**src/include/exec_map.svh**
```systemverilog
`ifndef EXEC_MAP_SVH
`define EXEC_MAP_SVH
// Register offsets (byte addresses on APB).
`define OFF_CMD 12'h000
`define OFF_ACC 12'h004
`define OFF_PTR0 12'h008
`define OFF_PTR1 12'h00C
`define OFF_PC 12'h010
`define OFF_STATUS 12'h014
`define OFF_CONTROL 12'h018
`define OFF_TIMER_CFG 12'h01C
`define OFF_PWR_CTRL 12'h020
`define OFF_STACK_TOP 12'h024
`define OFF_MEM_ADDR 12'h028
`define OFF_MEM_DATA 12'h02C
// Command word fields.
`define CMD_OP_LSB 0
`define CMD_OP_MSB 3
`define CMD_ARG_LSB 8
`define CMD_ARG_MSB 23
`define CMD_SEL_BIT 24
`define CMD_MODE_LSB 25
`define CMD_MODE_MSB 26
`define CMD_REL_BIT 27
// Field positions.
`define IRQ_EN_BIT 7
`define SOFT_RST_BIT 3
`define BUSY_BIT 0
// Reset values.
`define ACC_RST 8'h00
`define PTR_RST 16'h0000
`define PC_RST 15'h0000
`define TIMER_CFG_RST 8'hFF
`define PWR_CTRL_RST 8'h08
`define STATUS_RST 8'h00
`define CTRL_RST 8'h00
// Timing counts (instruction cycles) and file memory depth.
`define RET_CYCLES 2'h2
`define FILE_DEPTH 128
`endif

```
**src/include/exec_pkg.sv**
```systemverilog
package exec_pkg;
  typedef enum logic [3:0] {
    OP_NO_OPERATION = 4'h0,
    OP_DIRECT_STORE = 4'h1,
    OP_INDIRECT_STORE = 4'h2,
    OP_LOAD_TIMER_CFG = 4'h3,
    OP_SOFT_RESET = 4'h4,
    OP_RETURN_SUB = 4'h5,
    OP_RETURN_IRQ = 4'h6
  } opcode_type;
  typedef enum logic [1:0] {
    MODE_PRE_INC = 2'b00,
    MODE_PRE_DEC = 2'b01,
    MODE_POST_INC = 2'b10,
    MODE_POST_DEC = 2'b11
  } pointer_mode_code_type;
endpackage

```
**src/logic/exec_core.sv**
```systemverilog
`timescale 1ns/1ns
`include "exec_map.svh"
module exec_core
  import exec_pkg::*;
(
  // APB clock and reset.
  input wire logic pclk,
  input wire logic presetn,
  // APB slave.
  input wire logic psel,
  input wire logic penable,
  input wire logic pwrite,
  input wire logic [11:0] paddr,
  input wire logic [31:0] pwdata,
  output logic [31:0] prdata,
  output logic pready,
  output logic pslverr,
  // Core state seen by the rest of the device.
  output logic [7:0] timer_cfg,
  output logic global_irq_enable,
  output logic soft_reset_pulse,
  output logic busy
);
  logic [7:0] acc_r;
  logic [15:0] ptr_r [0:1];
  logic [14:0] pc_r;
  logic [7:0] status_r;
  logic [7:0] ctrl_r;
  logic [7:0] timer_cfg_r;
  logic [7:0] pwr_ctrl_r;
  logic [14:0] stack_top_r;
  logic [6:0] mem_addr_r;
  logic [31:0] prdata_r;
  logic soft_rst_r;
  logic [1:0] ret_cnt_r;
  logic [31:0] cmd_r;
  logic issue;
  logic bus_wr;
  logic bus_rd;
  logic [3:0] op;
  logic sel;
  logic [15:0] eff_addr;
  logic [15:0] ptr_nxt;
  logic mem_we;
  logic [6:0] mem_waddr;
  logic [7:0] mem_rdata;
  logic core_rstn;
  logic hit;

  // Decoding that both bus paths share.
  function automatic logic mapped(input logic [11:0] a);
    mapped = (a <= `OFF_MEM_DATA) && (a[1:0] == 2'b00);
  endfunction

  assign bus_wr = psel && penable && pwrite;
  assign bus_rd = psel && penable && !pwrite;
  assign hit = mapped(paddr);
  assign pready = 1'b1;
  assign pslverr = psel && penable && !hit;
  assign issue = bus_wr && (paddr == `OFF_CMD) && (ret_cnt_r == 2'd0);
  assign op = pwdata[`CMD_OP_MSB:`CMD_OP_LSB];
  assign sel = pwdata[`CMD_SEL_BIT];
  assign busy = (ret_cnt_r != 2'd0);
  assign timer_cfg = timer_cfg_r;
  assign global_irq_enable = ctrl_r[`IRQ_EN_BIT];
  assign soft_reset_pulse = soft_rst_r;
  // Soft reset acts like the reset pin on core state, one cycle later.
  assign core_rstn = presetn && !soft_rst_r;

  // Pointer arithmetic for the indirect store.
  pointer_unit pointer_unit_i (
    .ptr(ptr_r[sel]),
    .pointer_mode_code(pwdata[`CMD_MODE_MSB:`CMD_MODE_LSB]),
    .rel_form(pwdata[`CMD_REL_BIT]),
    .offset(pwdata[`CMD_ARG_LSB+5:`CMD_ARG_LSB]),
    .eff_addr(eff_addr),
    .ptr_nxt(ptr_nxt)
  );

  // Memory write comes from direct or indirect store.
  always_comb begin
    mem_we = 1'b0;
    mem_waddr = 7'h00;
    if (issue) begin
      if (opcode_type'(op) == OP_DIRECT_STORE) begin
        mem_we = 1'b1;
        mem_waddr = pwdata[`CMD_ARG_LSB+6:`CMD_ARG_LSB];
      end
      if (opcode_type'(op) == OP_INDIRECT_STORE) begin
        mem_we = 1'b1;
        mem_waddr = eff_addr[6:0];
      end
    end
  end

  file_memory file_memory_i (
    .pclk(pclk),
    .presetn(core_rstn),
    .core_we(mem_we),
    .core_addr(mem_waddr),
    .core_wdata(acc_r),
    .rd_addr(mem_addr_r),
    .rd_data(mem_rdata)
  );

  // Last command word, for software inspection.
  always_ff @(posedge pclk or negedge core_rstn) begin
    if (!core_rstn) begin
      cmd_r <= 32'h0000_0000;
    end else if (issue) begin
      cmd_r <= pwdata;
    end
  end

  // Accumulator and memory address are loaded by software.
  always_ff @(posedge pclk or negedge core_rstn) begin
    if (!core_rstn) begin
      acc_r <= `ACC_RST;
      mem_addr_r <= 7'h00;
    end else if (bus_wr) begin
      if (paddr == `OFF_ACC) begin
        acc_r <= pwdata[7:0];
      end
      if (paddr == `OFF_MEM_ADDR) begin
        mem_addr_r <= pwdata[6:0];
      end
    end
  end

  // Pointers: software load or update by the indirect store.
  always_ff @(posedge pclk or negedge core_rstn) begin
    if (!core_rstn) begin
      ptr_r[0] <= `PTR_RST;
      ptr_r[1] <= `PTR_RST;
    end else if (issue && opcode_type'(op) == OP_INDIRECT_STORE) begin
      ptr_r[sel] <= ptr_nxt;
    end else if (bus_wr && paddr == `OFF_PTR0) begin
      ptr_r[0] <= pwdata[15:0];
    end else if (bus_wr && paddr == `OFF_PTR1) begin
      ptr_r[1] <= pwdata[15:0];
    end
  end

  // Status flags belong to other instructions; none here touch them.
  always_ff @(posedge pclk or negedge core_rstn) begin
    if (!core_rstn) begin
      status_r <= `STATUS_RST;
    end else if (bus_wr && paddr == `OFF_STATUS) begin
      status_r <= pwdata[7:0];
    end
  end

  // Timer configuration register.
  always_ff @(posedge pclk or negedge core_rstn) begin
    if (!core_rstn) begin
      timer_cfg_r <= `TIMER_CFG_RST;
    end else if (issue && opcode_type'(op) == OP_LOAD_TIMER_CFG) begin
      timer_cfg_r <= acc_r;
    end
  end

  // Soft reset request, one cycle pulse.
  always_ff @(posedge pclk or negedge presetn) begin
    if (!presetn) begin
      soft_rst_r <= 1'b0;
    end else begin
      soft_rst_r <= issue && (opcode_type'(op) == OP_SOFT_RESET);
    end
  end

  // Power control survives soft reset so the cause stays visible.
  always_ff @(posedge pclk or negedge presetn) begin
    if (!presetn) begin
      pwr_ctrl_r <= `PWR_CTRL_RST;
    end else if (issue && opcode_type'(op) == OP_SOFT_RESET) begin
      pwr_ctrl_r[`SOFT_RST_BIT] <= 1'b0;
    end else if (bus_wr && paddr == `OFF_PWR_CTRL) begin
      pwr_ctrl_r <= pwdata[7:0];
    end
  end

  // Return sequencer: one busy cycle after the issue cycle, commands refused meanwhile.
  always_ff @(posedge pclk or negedge core_rstn) begin
    if (!core_rstn) begin
      ret_cnt_r <= 2'd0;
    end else if (issue && (opcode_type'(op) == OP_RETURN_SUB || opcode_type'(op) == OP_RETURN_IRQ)) begin
      ret_cnt_r <= `RET_CYCLES - 2'd1;
    end else if (ret_cnt_r != 2'd0) begin
      ret_cnt_r <= ret_cnt_r - 2'd1;
    end
  end

  // Program counter and stack top.
  always_ff @(posedge pclk or negedge core_rstn) begin
    if (!core_rstn) begin
      pc_r <= `PC_RST;
      stack_top_r <= `PC_RST;
    end else if (issue) begin
      if (opcode_type'(op) == OP_RETURN_SUB || opcode_type'(op) == OP_RETURN_IRQ) begin
        pc_r <= stack_top_r;
        stack_top_r <= `PC_RST;
      end else begin
        pc_r <= pc_r + 15'h0001;
      end
    end else if (bus_wr && paddr == `OFF_STACK_TOP) begin
      stack_top_r <= pwdata[14:0];
    end else if (bus_wr && paddr == `OFF_PC) begin
      pc_r <= pwdata[14:0];
    end
  end

  // Interrupt control register.
  always_ff @(posedge pclk or negedge core_rstn) begin
    if (!core_rstn) begin
      ctrl_r <= `CTRL_RST;
    end else if (issue && opcode_type'(op) == OP_RETURN_IRQ) begin
      ctrl_r[`IRQ_EN_BIT] <= 1'b1;
    end else if (bus_wr && paddr == `OFF_CONTROL) begin
      ctrl_r <= pwdata[7:0];
    end
  end

  // Read data is registered in the setup phase.
  always_ff @(posedge pclk or negedge presetn) begin
    if (!presetn) begin
      prdata_r <= 32'h0000_0000;
    end else if (psel && !penable && !pwrite) begin
      unique case (paddr)
        `OFF_CMD: prdata_r <= cmd_r;
        `OFF_ACC: prdata_r <= {24'h00_0000, acc_r};
        `OFF_PTR0: prdata_r <= {16'h0000, ptr_r[0]};
        `OFF_PTR1: prdata_r <= {16'h0000, ptr_r[1]};
        `OFF_PC: prdata_r <= {17'h0_0000, pc_r};
        `OFF_STATUS: prdata_r <= {23'h00_0000, status_r, busy};
        `OFF_CONTROL: prdata_r <= {24'h00_0000, ctrl_r};
        `OFF_TIMER_CFG: prdata_r <= {24'h00_0000, timer_cfg_r};
        `OFF_PWR_CTRL: prdata_r <= {24'h00_0000, pwr_ctrl_r};
        `OFF_STACK_TOP: prdata_r <= {17'h0_0000, stack_top_r};
        `OFF_MEM_ADDR: prdata_r <= {25'h000_0000, mem_addr_r};
        `OFF_MEM_DATA: prdata_r <= {24'h00_0000, mem_rdata};
        default: prdata_r <= 32'h0000_0000;
      endcase
    end
  end
  assign prdata = bus_rd ? prdata_r : 32'h0000_0000;

  // Checks. Pointer checks compare against the raw pointer registers, so a fault in the
  // arithmetic unit shows up instead of being copied into the expected value.
  direct_store_a: assert property (@(posedge pclk) disable iff (!presetn)
    issue && opcode_type'(op) == OP_DIRECT_STORE |-> mem_we && mem_waddr == pwdata[14:8])
    else $error("direct store not written");
  indirect_store_a: assert property (@(posedge pclk) disable iff (!presetn)
    issue && opcode_type'(op) == OP_INDIRECT_STORE && !pwdata[27] && pwdata[26]
    |-> mem_we && mem_waddr == ptr_r[sel][6:0])
    else $error("indirect address wrong");

  // Effective address of the pre-modes and of the relative form.
  pre_inc_addr_a: assert property (@(posedge pclk) disable iff (!presetn)
    issue && opcode_type'(op) == OP_INDIRECT_STORE && !pwdata[27] && pwdata[26:25] == 2'b00
    |-> mem_we && mem_waddr == ptr_r[sel][6:0] + 7'h01)
    else $error("pre increment address wrong");
  pre_dec_addr_a: assert property (@(posedge pclk) disable iff (!presetn)
    issue && opcode_type'(op) == OP_INDIRECT_STORE && !pwdata[27] && pwdata[26:25] == 2'b01
    |-> mem_we && mem_waddr == ptr_r[sel][6:0] - 7'h01)
    else $error("pre decrement address wrong");
  rel_addr_a: assert property (@(posedge pclk) disable iff (!presetn)
    issue && opcode_type'(op) == OP_INDIRECT_STORE && pwdata[27]
    |-> mem_we && mem_waddr == ptr_r[sel][6:0] + {pwdata[13], pwdata[13:8]})
    else $error("relative address wrong");

  // Pointer value after the store, one case per mode.
  pre_inc_a: assert property (@(posedge pclk) disable iff (!core_rstn)
    issue && opcode_type'(op) == OP_INDIRECT_STORE && !pwdata[27] && pwdata[26:25] == 2'b00
    |=> ptr_r[$past(sel)] == $past(ptr_r[sel]) + 16'h0001)
    else $error("pre increment wrong");
  pre_dec_a: assert property (@(posedge pclk) disable iff (!core_rstn)
    issue && opcode_type'(op) == OP_INDIRECT_STORE && !pwdata[27] && pwdata[26:25] == 2'b01
    |=> ptr_r[$past(sel)] == $past(ptr_r[sel]) - 16'h0001)
    else $error("pre decrement wrong");
  post_inc_a: assert property (@(posedge pclk) disable iff (!core_rstn)
    issue && opcode_type'(op) == OP_INDIRECT_STORE && !pwdata[27] && pwdata[26:25] == 2'b10
    |=> ptr_r[$past(sel)] == $past(ptr_r[sel]) + 16'h0001)
    else $error("post increment wrong");
  post_dec_a: assert property (@(posedge pclk) disable iff (!core_rstn)
    issue && opcode_type'(op) == OP_INDIRECT_STORE && !pwdata[27] && pwdata[26:25] == 2'b11
    |=> ptr_r[$past(sel)] == $past(ptr_r[sel]) - 16'h0001)
    else $error("post decrement wrong");
  rel_keep_a: assert property (@(posedge pclk) disable iff (!core_rstn)
    issue && opcode_type'(op) == OP_INDIRECT_STORE && pwdata[27]
    |=> ptr_r[$past(sel)] == $past(ptr_r[sel]))
    else $error("relative form moved pointer");
  ptr_wrap_a: assert property (@(posedge pclk) disable iff (!core_rstn)
    issue && opcode_type'(op) == OP_INDIRECT_STORE && !pwdata[27] && pwdata[25] == 1'b0
    && ptr_r[sel] == 16'hFFFF |=> ptr_r[$past(sel)] == 16'h0000)
    else $error("pointer did not wrap");
  dec_wrap_a: assert property (@(posedge pclk) disable iff (!core_rstn)
    issue && opcode_type'(op) == OP_INDIRECT_STORE && !pwdata[27] && pwdata[25] == 1'b1
    && ptr_r[sel] == 16'h0000 |=> ptr_r[$past(sel)] == 16'hFFFF)
    else $error("pointer did not wrap down");

  // Flags, timer configuration and soft reset.
  flags_keep_a: assert property (@(posedge pclk) disable iff (!core_rstn)
    issue |=> $stable(status_r))
    else $error("status changed by instruction");
  timer_load_a: assert property (@(posedge pclk) disable iff (!core_rstn)
    issue && opcode_type'(op) == OP_LOAD_TIMER_CFG |=> timer_cfg_r == $past(acc_r))
    else $error("timer config not loaded");
  soft_reset_a: assert property (@(posedge pclk) disable iff (!presetn)
    issue && opcode_type'(op) == OP_SOFT_RESET |=> soft_rst_r && !pwr_ctrl_r[3]
    ##1 acc_r == 8'h00 && timer_cfg_r == 8'hFF)
    else $error("soft reset incomplete");

  // Returns and the no-operation.
  irq_return_a: assert property (@(posedge pclk) disable iff (!core_rstn)
    issue && opcode_type'(op) == OP_RETURN_IRQ |=> ctrl_r[7] && pc_r == $past(stack_top_r))
    else $error("irq return wrong");
  irq_two_cycle_a: assert property (@(posedge pclk) disable iff (!core_rstn)
    issue && opcode_type'(op) == OP_RETURN_IRQ |=> busy ##1 !busy)
    else $error("irq return not two cycles");
  sub_return_a: assert property (@(posedge pclk) disable iff (!core_rstn)
    issue && opcode_type'(op) == OP_RETURN_SUB |=> busy ##1 !busy)
    else $error("return not two cycles");
  stack_pop_a: assert property (@(posedge pclk) disable iff (!core_rstn)
    issue && opcode_type'(op) == OP_RETURN_SUB |=> pc_r == $past(stack_top_r) && stack_top_r == 15'h0000)
    else $error("stack not popped");
  nop_pc_a: assert property (@(posedge pclk) disable iff (!core_rstn)
    issue && opcode_type'(op) == OP_NO_OPERATION |=> pc_r == $past(pc_r) + 15'h0001 && $stable(acc_r))
    else $error("no operation changed state");
endmodule

```
**src/logic/file_memory.sv**
```systemverilog
`timescale 1ns/1ns
`include "exec_map.svh"
module file_memory (
  // Clock and reset.
  input wire logic pclk,
  input wire logic presetn,
  // Core write port.
  input wire logic core_we,
  input wire logic [6:0] core_addr,
  input wire logic [7:0] core_wdata,
  // Software read port.
  input wire logic [6:0] rd_addr,
  output logic [7:0] rd_data
);
  logic [7:0] mem_r [0:`FILE_DEPTH-1];
  // Storage cells, cleared by reset.
  always_ff @(posedge pclk or negedge presetn) begin
    if (!presetn) begin
      for (int i = 0; i < `FILE_DEPTH; i++) begin
        mem_r[i] <= 8'h00;
      end
    end else if (core_we) begin
      mem_r[core_addr] <= core_wdata;
    end
  end
  // Read is combinational, the bus latches it.
  assign rd_data = mem_r[rd_addr];
endmodule

```
**src/logic/pointer_unit.sv**
```systemverilog
`timescale 1ns/1ns
`include "exec_map.svh"
module pointer_unit
  import exec_pkg::*;
(
  // Pointer and command operands.
  input wire logic [15:0] ptr,
  input wire logic [1:0] pointer_mode_code,
  input wire logic rel_form,
  input wire logic [5:0] offset,
  // Results.
  output logic [15:0] eff_addr,
  output logic [15:0] ptr_nxt
);
  logic [15:0] inc;
  logic [15:0] dec;
  logic [15:0] rel;
  // Arithmetic wraps modulo the full 16-bit range.
  assign inc = ptr + 16'h0001;
  assign dec = ptr - 16'h0001;
  assign rel = ptr + {{10{offset[5]}}, offset};
  // Select address and updated pointer for the mode in force.
  always_comb begin
    eff_addr = ptr;
    ptr_nxt = ptr;
    if (rel_form) begin
      eff_addr = rel;
    end else begin
      unique case (pointer_mode_code_type'(pointer_mode_code))
        MODE_PRE_INC: begin
          eff_addr = inc;
          ptr_nxt = inc;
        end
        MODE_PRE_DEC: begin
          eff_addr = dec;
          ptr_nxt = dec;
        end
        MODE_POST_INC: begin
          ptr_nxt = inc;
        end
        MODE_POST_DEC: begin
          ptr_nxt = dec;
        end
      endcase
    end
  end
endmodule

```
**config.mk**
```make
export PLATFORM = sky130hd
export DESIGN_NAME = exec_core
export DESIGN_NICKNAME = d
export VERILOG_FILES = /design/src/include/exec_pkg.sv /design/src/logic/exec_core.sv /design/src/logic/file_memory.sv /design/src/logic/pointer_unit.sv
export VERILOG_INCLUDE_DIRS = /design/src /design/src/include
export SDC_FILE = /design/constraint.sdc
export NUM_CORES = 2
export LEC_CHECK = 0
export BUFFER_PORTS_ARGS = -buffer_cell sky130_fd_sc_hd__buf_4
export CORE_UTILIZATION = 55
export CTS_CLUSTER_SIZE = 16
export DETAILED_ROUTE_END_ITERATION = 12
export PLACE_DENSITY = 0.77
export RECOVER_POWER = 25
export SLEW_MARGIN = 25
export SYNTH_ARGS = -nofsm -noshare
export SYNTH_HDL_FRONTEND = slang
export SYNTH_SLANG_ARGS = --single-unit
```
**constraint.sdc**
```tcl
create_clock -name pclk -period 187.5 [get_ports pclk]
set_input_delay 28.125 -clock pclk [delete_from_list [all_inputs] [get_ports pclk]]
set_output_delay 28.125 -clock pclk [all_outputs]
set_load 0.02 [all_outputs]
```
==> metrics.cfg <==
[clock_tree]
cts_root_buf=clkbuf_16
clockBufferDepth=3
cts.repair.resized=0
postCtsSetupBuffers=0
cts_tree=built
cts_made_buffers=118
ctsHoldBuffers=0
cts.htree.levels=3
cts.clk_slew.worst_paths_ps=60
insertion_delay_ps=700
clock_sinks=1200

[synthesis]
synth.top_cell.area_share=0.521
synth_edf_count=0
ys_ff_latch=1200
yosysSeqAreaShare=0.525
synth.area.top_cells=dfrtp_1 52%, mux2_2 21%, mux4_2 13%
yosys.area.top_type=dfrtp_1
synth_cell_types=83
synth.avg_cell_area_um2=14.4
synthFlopType=dfrtp_1
syn-cell-area_um2=57200
netlist_instances=3978
async_flop_share=1.00
syn_nets=4038
yosysWarnings=0

[status]
status=complete, but fails checks
violations=capacitance limit, slew limit

[grt]
globalRouteOverflowTotal=0
antenna_found_initial=5
groute.usage.overall=0.286
grt_pass1_vias=36812
grt_pass1_wl_um=231000
grt_max_degree=179

[cells_and_area]
seqCellArea_um2=30100
postLayoutCoreUtil=0.614
nFillCells=7524
multi_input_area_um2=26100
drive_gt1_frac=0.442
fin_area_um2=62900
nNetsFinal=4024
mostFrequentLayoutCells=1179 x dfrtp_1, 1056 x mux2_2, 320 x mux4_2
area_growth_pct=9.93
layout_commonest_cell=dfrtp_1

[place]
io_buffers=92
dp.final_hpwl_um=95300
place_congestion=1.01
place_area_um2=59200

[floorplan]
core-area_um2=102000
initial_core_util=0.559
rows=117
die_area_um2=105000
pin_count=94
die_width_um=325
die_y_um=325

[worst_setup_path]
worstPathRequired_ps=159380
crit_type=in -> out
arrival_ps=29540
r2r_slack_ps=175570
regToRegEndpoint=file_memory_i.mem_r[102]$_DFFE_PN0P_
worst-path-max-fanout=8
crit_path_end=pslverr
worst_setup_path_start_kind=primary input
r2r_cells=6
reg2reg_from=soft_reset_pulse$_DFF_PN0_
worst_setup_path_end_kind=output pin
worstSetupStartpoint=paddr[11]

[drt]
via_count=35824
wire_per_inst_um=27.4
drc=0
drtIter0Drc=3437
firstDrtPassIters=6
ant_nets=0
vias_per_cell=6.60
routed_wl_um=149000

[power_and_ir_drop]
p_per_area_nw_per_um2=8.00
p_leak_nw=29.4
ir_worst_vdd_uv=7.51

[timing]
finalSetupTns_ps=0
relSlewSlack=-1.87
final.setup_skew_ps=28.5
setup_viol=0
tightest_slew_ps=4310
hold_ws_ps=468
rsz0062_at_grt=false
fmax_mhz=17.3
finalHoldViolations=0
finalCritPeriodShare=0.308
drv_slew=784
fin_crit_ps=57670

[flow_run]
max_cap_violations=14

[min_path]
hold_class=reg -> reg
holdPathStages=2

## synth_stat cells (9+ instances only)
cell	number
xnor2_1	13
a221oi_1	11
mux2_2	1056
and3_1	16
o21ai_0	80
a222oi_1	14
nand4_1	14
o22ai_1	10
mux2_1	19
and2_1	37
buf_1	39
o211ai_1	17
nor3_2	10
a22o_1	28
clkbuf_1	223
nor3_1	28
dfrtp_1	1191
ha_1	10
a22oi_1	45
a211oi_1	9
mux2i_1	43
dfstp_2	9
mux4_2	320
nor3_4	23
nor2b_1	9
a21o_1	14
inv_1	21
a21oi_1	64
nand3_2	9
nand2_1	233
nand3_1	105
nor4_1	13
nand2b_1	12
nor2_1	94
buf_2	22
## where the power goes
| part | leakage, nW | internal, W | total (W) | switching, W |
|---|---|---|---|---|
| registers | 16.7 | 0.000259 | 0.000260 | 0.000000231 |
| logic | 10.8 | 0.00000235 | 0.0000123 | 0.00000999 |
| clock network | 1.88 | 0.000132 | 0.000232 | 0.000100 |
## critical path, stage by stage
cell and delay [ps]:
clkbuf_4 110, or4_1 700, nor2_1 320, a21oi_1 110
buf_4 170
## area by class of cell
cell class / count / area share
Inverter: 22 / 0.00131
Timing Repair Buffer: 158 / 0.0195
Antenna cell: 1 / 0.0000398
Clock buffer: 181 / 0.0556
Sequential cell: 1200 / 0.478
Clock inverter: 33 / 0.00429
Tap cell: 1368 / 0.0272
Multi-Input combinational cell: 2464 / 0.414
## how the worst min path moves through the flow
stage,from,to,slack [ps]
final,cmd_r[21]$_DFFE_PN0P_,cmd_r[21]$_DFFE_PN0P_,470
after global routing,cmd_r[10]$_DFFE_PN0P_,cmd_r[10]$_DFFE_PN0P_,490
after CTS,cmd_r[10]$_DFFE_PN0P_,cmd_r[10]$_DFFE_PN0P_,470
after detailed placement,cmd_r[28]$_DFFE_PN0P_,cmd_r[28]$_DFFE_PN0P_,460
after global placement,cmd_r[10]$_DFFE_PN0P_,cmd_r[10]$_DFFE_PN0P_,450
after floorplan,cmd_r[3]$_DFFE_PN0P_,cmd_r[3]$_DFFE_PN0P_,440
## flip-flops by register name (all words and copies together), names as in the netlist, 8 cells and up
register             flops
file_memory_i.mem_r   1024
cmd_r                   32
prdata_r                32
ptr_r                   32
pc_r                    15
stack_top_r             15
acc_r                    8
ctrl_r                   8
pwr_ctrl_r               8
status_r                 8
timer_cfg                8
## stage by stage
stage | setup WS [ps] | instances | total power [W]
floorplan | 86860 | 3978 | 0.000272
global placement | 129840 | 5210 | 0.000277
detailed placement | 129790 | 5210 | 0.000277
CTS | 129790 | 5424 | 0.000507
global route | 129760 | 5427 | 0.000519
finish | 129830 | 5427 | 0.000504
## logic make-up after synthesis
kind of cell,share of synthesized area
XOR/XNOR,0.00321
multiplexers,0.345
buffers and inverters,0.0216
AO/OA/AOI/OAI,0.0417
AND/OR/NAND/NOR,0.0610
adder cells (fa/ha/maj),0.00254
flip-flops,0.525
other,0.0000655
## layer usage
| layer | routed length (um) | share of wire | vias to the layer above | GRT usage |
|---|---|---|---|---|
| met5 | 27 | 0.00018 | - | 0 |
| met4 | 7680 | 0.052 | 4 | 0.130 |
| met3 | 11400 | 0.077 | 414 | 0.0583 |
| met2 | 68000 | 0.46 | 1525 | 0.432 |
| met1 | 61400 | 0.41 | 19000 | 0.401 |
| li1 | - | - | 14881 | - |
(Power assumes the default switching activity.)
